--- config.mk ---
export PLATFORM = sky130hd
export DESIGN_NAME = fcs_status_irq
export DESIGN_NICKNAME = d
export VERILOG_FILES = /design/src/fcs_pkg.sv /design/src/fcs_erase_verify.sv /design/src/fcs_fail_latch.sv /design/src/fcs_status_irq.sv
export SDC_FILE = /design/constraint.sdc
export NUM_CORES = 1
export LEC_CHECK = 0
export BUFFER_PORTS_ARGS = -buffer_cell sky130_fd_sc_hd__clkbuf_2
export CORE_AREA = 2 2 99 101
export CTS_CLUSTER_SIZE = 30
export DETAILED_ROUTE_END_ITERATION = 7
export DIE_AREA = 0 0 101 103
export PLACE_DENSITY = 0.6
export SYNTH_ARGS = -nofsm -noshare
export SYNTH_HDL_FRONTEND = slang
export SYNTH_SLANG_ARGS = --single-unit
export TNS_END_PERCENT = 50
--- constraint.sdc ---
create_clock -name pclk -period 2.5 [get_ports pclk]
set_input_delay 0.375 -clock pclk [delete_from_list [all_inputs] [get_ports pclk]]
set_output_delay 0.375 -clock pclk [all_outputs]
set_load 0.01 [all_outputs]
--- src/fcs_pkg.sv ---
// shared constants and types of the flash status and interrupt block
package fcs_pkg;

   // register byte addresses
   localparam logic [31:0] FCS_STATUS_ADDR = 32'h4004_8000;
   localparam logic [31:0] FCS_IRQ_EN_ADDR = 32'h4004_8004;
   localparam logic [31:0] FCS_EVT_ADDR    = 32'h4004_8040;
   localparam logic [31:0] FCS_MASK_ADDR   = 32'h4004_8044;

   // flash_status fields
   localparam int unsigned FCS_ST_BUSY_BIT   = 0;
   localparam int unsigned FCS_ST_CLOSED_BIT = 1;
   localparam int unsigned FCS_ST_DONE_BIT   = 2;
   localparam int unsigned FCS_ST_HALF_BIT   = 3;
   localparam int unsigned FCS_ST_FAIL_LSB   = 4;
   localparam int unsigned FCS_ST_FAIL_MSB   = 5;

   // flash_irq_enable fields; event and mask registers share this layout
   localparam int unsigned FCS_EN_DONE_BIT = 0;
   localparam int unsigned FCS_EN_HALF_BIT = 1;
   localparam int unsigned FCS_EN_FAIL_BIT = 2;
   localparam int unsigned FCS_EN_W        = 3;

   // reset values
   localparam logic [2:0] FCS_IRQ_EN_RST = 3'h0;
   localparam logic [2:0] FCS_EVT_RST    = 3'h0;
   localparam logic [2:0] FCS_MASK_RST   = 3'h0;
   localparam logic [1:0] FCS_FAIL_RST   = 2'h0;

   // command fail codes
   localparam logic [1:0] FCS_FAIL_NONE   = 2'h0;
   localparam logic [1:0] FCS_FAIL_PROT   = 2'h1;
   localparam logic [1:0] FCS_FAIL_VERIFY = 2'h2;
   localparam logic [1:0] FCS_FAIL_ABORT  = 2'h3;

   // data widths
   localparam int unsigned FCS_FLASH_WORD_W = 72;
   localparam int unsigned FCS_SIG_W        = 32;

   // kind of command handed over by the command register
   typedef enum logic [1:0] {
      FCS_OP_OTHER,
      FCS_OP_SIGN,
      FCS_OP_WRITE,
      FCS_OP_ERASE
   } fcs_op_e;

endpackage

--- src/fcs_erase_verify.sv ---
// erase read-back checker: flags any word that is not all ones
`timescale 1ns/1ps
module fcs_erase_verify #(
   parameter int unsigned WORD_W = 72
) (
   input  wire logic              clk,
   input  wire logic              rst_n,
   input  wire logic              clear,
   input  wire logic              word_valid,
   input  wire logic [WORD_W-1:0] word,
   output logic                   bad
);
   logic bad_q;
   logic cur_bad;

   assign cur_bad = word_valid && (word != {WORD_W{1'b1}});
   // includes the word arriving now so the last word counts too
   assign bad = bad_q | cur_bad;

   always_ff @(posedge clk or negedge rst_n) begin
      if (!rst_n) begin
         bad_q <= 1'b0;
      end else if (clear) begin
         bad_q <= 1'b0;
      end else if (cur_bad) begin
         bad_q <= 1'b1;
      end
   end
endmodule

--- src/fcs_fail_latch.sv ---
// holds the first nonzero fail code until it is read
`timescale 1ns/1ps
module fcs_fail_latch
   import fcs_pkg::*;
(
   input  wire logic       clk,
   input  wire logic       rst_n,
   input  wire logic       fin,
   input  wire logic [1:0] code,
   input  wire logic       clear,
   output logic [1:0]      code_q
);
   always_ff @(posedge clk or negedge rst_n) begin
      if (!rst_n) begin
         code_q <= FCS_FAIL_RST;
      end else if (fin && code != FCS_FAIL_NONE && (code_q == FCS_FAIL_NONE || clear)) begin
         code_q <= code;
      end else if (clear) begin
         code_q <= FCS_FAIL_NONE;
      end
   end
endmodule

--- src/fcs_status_irq.sv ---
// flash controller status, interrupt enable and interrupt logic with APB slave
//
// The APB slave port was chosen for this implementation.
`timescale 1ns/1ps
module fcs_status_irq #(
   parameter int unsigned WORD_W = 72,
   parameter int unsigned SIG_W  = 32
) (
   input  wire logic               pclk,
   input  wire logic               presetn,
   input  wire logic               psel,
   input  wire logic               penable,
   input  wire logic               pwrite,
   input  wire logic [31:0]        paddr,
   input  wire logic [31:0]        pwdata,
   output logic [31:0]             prdata,
   output logic                    pready,
   output logic                    pslverr,
   input  wire logic               cmd_start,
   input  wire fcs_pkg::fcs_op_e   cmd_op,
   input  wire logic               cmd_target_protected,
   input  wire logic               cmd_abort,
   input  wire logic               op_end,
   input  wire logic [SIG_W-1:0]   sig_computed,
   input  wire logic [SIG_W-1:0]   sig_stored,
   input  wire logic               verify_word_valid,
   input  wire logic [WORD_W-1:0]  verify_word,
   input  wire logic               verify_last,
   input  wire logic               keyhole_loaded,
   input  wire logic               half_write_done,
   input  wire logic               write_done,
   output logic                    cmd_ignore,
   output logic                    cmd_active,
   output logic                    verify_req,
   output logic                    irq
);
   import fcs_pkg::*;

   typedef enum logic [1:0] {
      FCS_IDLE,
      FCS_RUN,
      FCS_VERIFY
   } fcs_state_e;

   fcs_state_e st_q;
   fcs_state_e st_d;
   fcs_op_e    op_q;

   logic        fin;
   logic [1:0]  fin_code;
   logic        ignore_d;
   logic        verify_clear;
   logic        verify_bad;
   logic        wr_pend_q;

   logic        done_q;
   logic        half_q;
   logic        closed_q;
   logic [1:0]  fail_code_q;
   logic [2:0]  en_q;
   logic [2:0]  evt_q;
   logic [2:0]  evt_d;
   logic [2:0]  evt_set;
   logic [2:0]  evt_clr;
   logic [2:0]  mask_q;

   logic        setup;
   logic        hit;
   logic        rd_status;
   logic        wr_fire;
   logic [31:0] rdata;

   logic        cmd_ignore_q;
   logic        cmd_active_q;
   logic        verify_req_q;
   logic        irq_q;
   logic [31:0] prdata_q;
   logic        pready_q;
   logic        pslverr_q;

   assign cmd_ignore = cmd_ignore_q;
   assign cmd_active = cmd_active_q;
   assign verify_req = verify_req_q;
   assign irq        = irq_q;
   assign prdata     = prdata_q;
   assign pready     = pready_q;
   assign pslverr    = pslverr_q;

   // ---------------------------------------------------------------
   // command sequencing and outcome
   // ---------------------------------------------------------------
   always_comb begin
      st_d         = st_q;
      fin          = 1'b0;
      fin_code     = FCS_FAIL_NONE;
      ignore_d     = 1'b0;
      verify_clear = 1'b0;
      unique case (st_q)
         FCS_IDLE: begin
            if (cmd_start) begin
               if (cmd_target_protected && cmd_op != FCS_OP_OTHER) begin
                  fin      = 1'b1;
                  fin_code = FCS_FAIL_PROT;
                  ignore_d = 1'b1;
               end else begin
                  st_d = FCS_RUN;
               end
            end else if (cmd_abort && wr_pend_q) begin
               fin      = 1'b1;
               fin_code = FCS_FAIL_ABORT;
            end else if (write_done && wr_pend_q) begin
               fin      = 1'b1;
               fin_code = FCS_FAIL_NONE;
            end
         end
         FCS_RUN: begin
            if (cmd_abort) begin
               fin      = 1'b1;
               fin_code = FCS_FAIL_ABORT;
               st_d     = FCS_IDLE;
            end else if (op_end) begin
               if (op_q == FCS_OP_ERASE) begin
                  verify_clear = 1'b1;
                  st_d         = FCS_VERIFY;
               end else begin
                  fin  = 1'b1;
                  st_d = FCS_IDLE;
                  if (op_q == FCS_OP_SIGN && sig_computed != sig_stored) begin
                     fin_code = FCS_FAIL_PROT;
                  end
               end
            end
         end
         FCS_VERIFY: begin
            if (cmd_abort) begin
               fin      = 1'b1;
               fin_code = FCS_FAIL_ABORT;
               st_d     = FCS_IDLE;
            end else if (verify_word_valid && verify_last) begin
               fin  = 1'b1;
               st_d = FCS_IDLE;
               if (verify_bad) begin
                  fin_code = FCS_FAIL_VERIFY;
               end
            end
         end
      endcase
   end

   always_ff @(posedge pclk or negedge presetn) begin
      if (!presetn) begin
         st_q <= FCS_IDLE;
      end else begin
         st_q <= st_d;
      end
   end

   always_ff @(posedge pclk or negedge presetn) begin
      if (!presetn) begin
         op_q <= FCS_OP_OTHER;
      end else if (st_q == FCS_IDLE && cmd_start) begin
         op_q <= cmd_op;
      end
   end

   // keyhole write in flight, outside the command state machine
   always_ff @(posedge pclk or negedge presetn) begin
      if (!presetn) begin
         wr_pend_q <= 1'b0;
      end else if (keyhole_loaded) begin
         wr_pend_q <= 1'b1;
      end else if (write_done || cmd_abort) begin
         wr_pend_q <= 1'b0;
      end
   end

   always_ff @(posedge pclk or negedge presetn) begin
      if (!presetn) begin
         cmd_active_q <= 1'b0;
         cmd_ignore_q <= 1'b0;
         verify_req_q <= 1'b0;
      end else begin
         cmd_active_q <= (st_d != FCS_IDLE);
         cmd_ignore_q <= ignore_d;
         verify_req_q <= (st_d == FCS_VERIFY);
      end
   end

   fcs_erase_verify #(
      .WORD_W (WORD_W)
   ) u_verify (
      .clk        (pclk),
      .rst_n      (presetn),
      .clear      (verify_clear),
      .word_valid (verify_word_valid && st_q == FCS_VERIFY),
      .word       (verify_word),
      .bad        (verify_bad)
   );

   fcs_fail_latch u_fail (
      .clk    (pclk),
      .rst_n  (presetn),
      .fin    (fin),
      .code   (fin_code),
      .clear  (rd_status),
      .code_q (fail_code_q)
   );

   // ---------------------------------------------------------------
   // status flags; a setting event beats a read clear
   // ---------------------------------------------------------------
   always_ff @(posedge pclk or negedge presetn) begin
      if (!presetn) begin
         done_q <= 1'b0;
      end else if (fin) begin
         done_q <= 1'b1;
      end else if (rd_status) begin
         done_q <= 1'b0;
      end
   end

   always_ff @(posedge pclk or negedge presetn) begin
      if (!presetn) begin
         half_q <= 1'b0;
      end else if (half_write_done) begin
         half_q <= 1'b1;
      end else if (rd_status) begin
         half_q <= 1'b0;
      end
   end

   always_ff @(posedge pclk or negedge presetn) begin
      if (!presetn) begin
         closed_q <= 1'b0;
      end else if (keyhole_loaded) begin
         closed_q <= 1'b1;
      end else if (half_write_done) begin
         closed_q <= 1'b0;
      end
   end

   // ---------------------------------------------------------------
   // interrupt enables, events and mask
   // ---------------------------------------------------------------
   always_ff @(posedge pclk or negedge presetn) begin
      if (!presetn) begin
         en_q <= FCS_IRQ_EN_RST;
      end else if (wr_fire && paddr == FCS_IRQ_EN_ADDR) begin
         en_q <= pwdata[FCS_EN_W-1:0];
      end
   end

   always_ff @(posedge pclk or negedge presetn) begin
      if (!presetn) begin
         mask_q <= FCS_MASK_RST;
      end else if (wr_fire && paddr == FCS_MASK_ADDR) begin
         mask_q <= pwdata[FCS_EN_W-1:0];
      end
   end

   always_comb begin
      evt_set                  = 3'h0;
      evt_set[FCS_EN_DONE_BIT] = fin && en_q[FCS_EN_DONE_BIT];
      evt_set[FCS_EN_HALF_BIT] = half_write_done && en_q[FCS_EN_HALF_BIT];
      evt_set[FCS_EN_FAIL_BIT] = fin && fin_code != FCS_FAIL_NONE
                                 && en_q[FCS_EN_FAIL_BIT];
      evt_clr = 3'h0;
      if (wr_fire && paddr == FCS_EVT_ADDR) begin
         evt_clr = pwdata[FCS_EN_W-1:0];
      end
      if (rd_status) begin
         evt_clr = 3'h7;
      end
      evt_d = (evt_q & ~evt_clr) | evt_set;
   end

   always_ff @(posedge pclk or negedge presetn) begin
      if (!presetn) begin
         evt_q <= FCS_EVT_RST;
         irq_q <= 1'b0;
      end else begin
         evt_q <= evt_d;
         irq_q <= |(evt_d & mask_q);
      end
   end

   // ---------------------------------------------------------------
   // APB slave: one wait-free access, read data captured at setup
   // ---------------------------------------------------------------
   assign setup     = psel && !penable;
   assign hit       = (paddr == FCS_STATUS_ADDR) || (paddr == FCS_IRQ_EN_ADDR)
                      || (paddr == FCS_EVT_ADDR) || (paddr == FCS_MASK_ADDR);
   assign rd_status = setup && !pwrite && paddr == FCS_STATUS_ADDR;
   assign wr_fire   = psel && penable && pready_q && pwrite && hit;

   always_comb begin
      rdata = 32'h0000_0000;
      unique case (paddr)
         FCS_STATUS_ADDR: begin
            rdata[FCS_ST_BUSY_BIT]                  = cmd_active_q;
            rdata[FCS_ST_CLOSED_BIT]                = closed_q;
            rdata[FCS_ST_DONE_BIT]                  = done_q;
            rdata[FCS_ST_HALF_BIT]                  = half_q;
            rdata[FCS_ST_FAIL_MSB:FCS_ST_FAIL_LSB] = fail_code_q;
         end
         FCS_IRQ_EN_ADDR: begin
            rdata[FCS_EN_DONE_BIT] = en_q[FCS_EN_DONE_BIT];
            rdata[FCS_EN_HALF_BIT] = 1'b0;
            rdata[FCS_EN_FAIL_BIT] = en_q[FCS_EN_FAIL_BIT];
         end
         FCS_EVT_ADDR: begin
            rdata[FCS_EN_W-1:0] = evt_q;
         end
         FCS_MASK_ADDR: begin
            rdata[FCS_EN_W-1:0] = mask_q;
         end
         default: begin
            rdata = 32'h0000_0000;
         end
      endcase
   end

   always_ff @(posedge pclk or negedge presetn) begin
      if (!presetn) begin
         pready_q  <= 1'b0;
         pslverr_q <= 1'b0;
         prdata_q  <= 32'h0000_0000;
      end else begin
         pready_q  <= setup;
         pslverr_q <= setup && !hit;
         prdata_q  <= (setup && !pwrite) ? rdata : 32'h0000_0000;
      end
   end

endmodule

==> out/metrics.csv <==
stage;metric;value;unit
cells_and_area;most frequent cells in the layout;198 x clkbuf_2, 32 x xor2_1, 32 x dfrtp_1;
route;DR DRC count;0;
route;DR WL met3;468;microns
synth;Seq/Total Area, Yosys;33.07;%
cts;Reg clk slew, reported paths;0.07;ns
worst_hold_path;HP Class;in -> async;
global_routing;GRT overflow;0;
job;max_cap viols;0;
synth;Post-synth ARST share;100.0;%
cts;hold buffers post-CTS;0;
timing;setup ws final;0.1890;ns
timing;Period minus WS final;2.311;ns
route;WL met2;3.996;mm
timing;period utilization;92.44;%
worst_setup_path;Worst Path Required;2.64;ns
worst_setup_path;Critical Path Sink Type;flop;
pwr;Sequential Power Share;36.5;%
route;antenna-violating nets left;0;
worst_setup_path;Critical Path Fanout Max;7;
cts;H-tree depth;2;
cells_and_area;P&R area growth vs syn;48.22;%
placed_design;GP Congestion;0.7966;
die;Chip Width;101;microns
pwr;Power Density;479.9;mW/mm^2
route;Top Layer Used;met4;
global_routing;number of global-route vias before repair;2494;
worst_setup_path;Crit Path Category;reg -> reg;
placed_design;pre-CTS setup slack;0.2046;ns
timing;Setup Skew;0.006836;ns
synth;Synth warnings;0;
synth;post-synthesis compound-gate area fraction;10.08;%
placed_design;post-DP HPWL;6.813;mm
cells_and_area;layout net count;676;
cells_and_area;share of cells above drive strength 1;49.34;%
synth;Synth Area per Inst;9.569;sq um
cells_and_area;Inserted Diodes;0;
route;TritonRoute pass-1 iters;6;
synth;Synth Area in XOR/XNOR;11.58;%
die;num rows;36;
cells_and_area;commonest non-fill, non-tap cell in the layout;clkbuf_2;
route;detailed-route via count;2572;
pwr;Sw Share;29.38;%
route;Iteration-0 DRC Markers;65;
worst_setup_path;max incr delay on CP;0.55;ns
route;DRT met1 WL;3.103;mm
global_routing;initial antenna violation count;0;
timing;Final TNS setup;0;ns
timing;fmax;0.4327;GHz
cts;TritonCTS buffer count;5;
worst_setup_path;CP Data Arrival Time;2.45;ns
synth;EDFF count, synth;0;
global_routing;first-pass GRT wire length;11.56;mm
synth;Synth Area in Simple Gates;29.10;%
placed_design;number of buffers added on ports;198;
pwr;peak supply drop;0.2681;mV
worst_setup_path;Register-to-Register Path Depth;7;
synth;mux cell area share after synthesis;4.134;%
pwr;Clk pwr share;30.7;%
synth;Cell variety after synth;51;
cts;Clock Path Buffers;2;
die;Initial Utilization;25.60;%
timing;Max transition margin;47.96;%
cts;Root Buffer;clkbuf_8;
timing;final setup vio count;0;
synth;synthesized area;0.002421;sq mm
die;IO Pins;254;
worst_setup_path;crit start category;flop;
synth;top_reg_cell synth;dfrtp_1;
pwr;Static Leak;1.932;nW
global_routing;pin count of the biggest net entering global routing;33;
timing;Final Max Tran Viols;0;
route;drt total wl;7.593;mm
global_routing;GRT Total Usage;14.21;%
synth;Cells after Synth;253;
die;core footprint;0.009459;sq mm
die;die area;0.01040;sq mm
synth;synthesized flop and latch total;32;
worst_setup_path;crit path cell chain;inv_1, ha_1, o21ba_1, a211oi_1, o21ai_1, a21boi_0, or4_1;
synth;adder-cell share of the synthesized area;1.550;%
route;mean routed wirelength per cell;13.27;microns
cts;Clock Sinks;32;
route;vias per inst;4.497;
pwr;P_sw;0.5060;mW
pwr;Logic pwr share;32.7;%
pwr;cell-internal power;1.216;mW
timing;RSZ-0062 raised after global routing;false;
cts;TritonCTS clock tree;built;
status;status;complete, no violations;
cts;Resize count post-CTS;0;
synth;largest family of logic cells by synthesized area;simple AND/OR/NAND/NOR gates;
cts;Clk Latency, worst-skew pair;0.27;ns
die;die boundary height;103;microns
timing;Slew @ Worst Pin;0.7807;ns
cts;Setup Fix Bufs, Post-CTS;0;
timing;endpoints failing hold;0;
worst_setup_path;critical path's slowest cell;or4_1;
routing by layer:
layer  global-route usage (%)  vias to the layer above
met1                    17.08                     1174
met4                    2.599                        0
met2                    26.97                      109
met5                        0                        -
met3                    2.237                        2
li1                         -                     1287
kinds of logic (layout without fill, tap and decap cells):
group	after synthesis	in the layout
adders and majority gates	3	3
buffers and inverters	40	220
AOI/OAI and AO/OA	37	37
muxes	7	7
DFF	32	32
other	1	26
xor gates and xnor gates	32	32
and+or+nand+nor	101	101
power groups by stage:
stage / clock network [mW] / logic, mW / registers (mW)
global route: 0.573 / 0.634 / 0.635
detailed placement: 0 / 0.566 / 0.637
floorplan: 0 / 0.327 / 0.627
finish: 0.529 / 0.564 / 0.629
CTS: 0.547 / 0.570 / 0.627
global placement: 0 / 0.552 / 0.634
registers in the layout (all words and copies together), names as in the netlist, 2 cells and up:
name	cells
en_q	3
u_fail.code_q	2
op_q	2
prdata	6
st_q	2
mask_q	3
evt_q	3
cells in the mapped netlist (5+ instances only):
| library cell | instances | area [sq um] |
|---|---|---|
| nand3_1 | 5 | 25.02 |
| a21oi_1 | 5 | 25.02 |
| nand2_1 | 14 | 52.55 |
| buf_4 | 26 | 195.2 |
| o21ai_1 | 5 | 25.02 |
| inv_1 | 11 | 41.29 |
| and3_1 | 5 | 31.28 |
| dfrtp_1 | 32 | 800.8 |
| nor2_1 | 8 | 30.03 |
| o21ai_0 | 8 | 40.04 |
| nand4_1 | 24 | 150.1 |
| xor2_1 | 32 | 280.3 |
| nor4_1 | 15 | 93.84 |
per-stage QoR:
stage          hold WS [ns]  instances  util (%)  area [sq um]  power, mW
2_1_floorplan       0.07941        278         -          2515     0.9533
3_3_place_gp         0.4641        564     36.60          3462      1.186
3_5_place_dp         0.4668        564     36.60          3462      1.202
4_1_cts              0.1913        572     37.94          3588      1.744
5_1_grt              0.2175        572     37.94          3588      1.842
6_report             0.1680        572     37.94          3588      1.722
worst max-delay path, delay by kind of cell, from the launching register on:
family	cells	cell delay, ns
simple gates	1	0.55
fa+ha+maj	1	0.39
flops	1	0.39
buf+inv	1	0.08
compound gates	4	0.77
path summary, 6_finish.rpt:
path | slack (ns) | from | endpoint
min in group pclk | 0.31 | keyhole_loaded | wr_pend_q
max reg2reg | 0.19 | st_q[0] | irq
min reg2reg | 0.48 | done_q | done_q
min | 0.17 | presetn | pslverr
max | 0.19 | st_q[0] | irq
max in group asynchronous | 1.83 | presetn | cmd_active
layout make-up:
cell class	instances	area (sq um)
sequential	32	800.8
multi-input combinational	206	1464
clock inverter	1	30.03
fill	991	5871
timing repair buffer	201	1013
tap	114	142.6
clock buffer	7	96.34
inverter	11	41.29
Note: power is estimated with default switching activity, not from simulation.
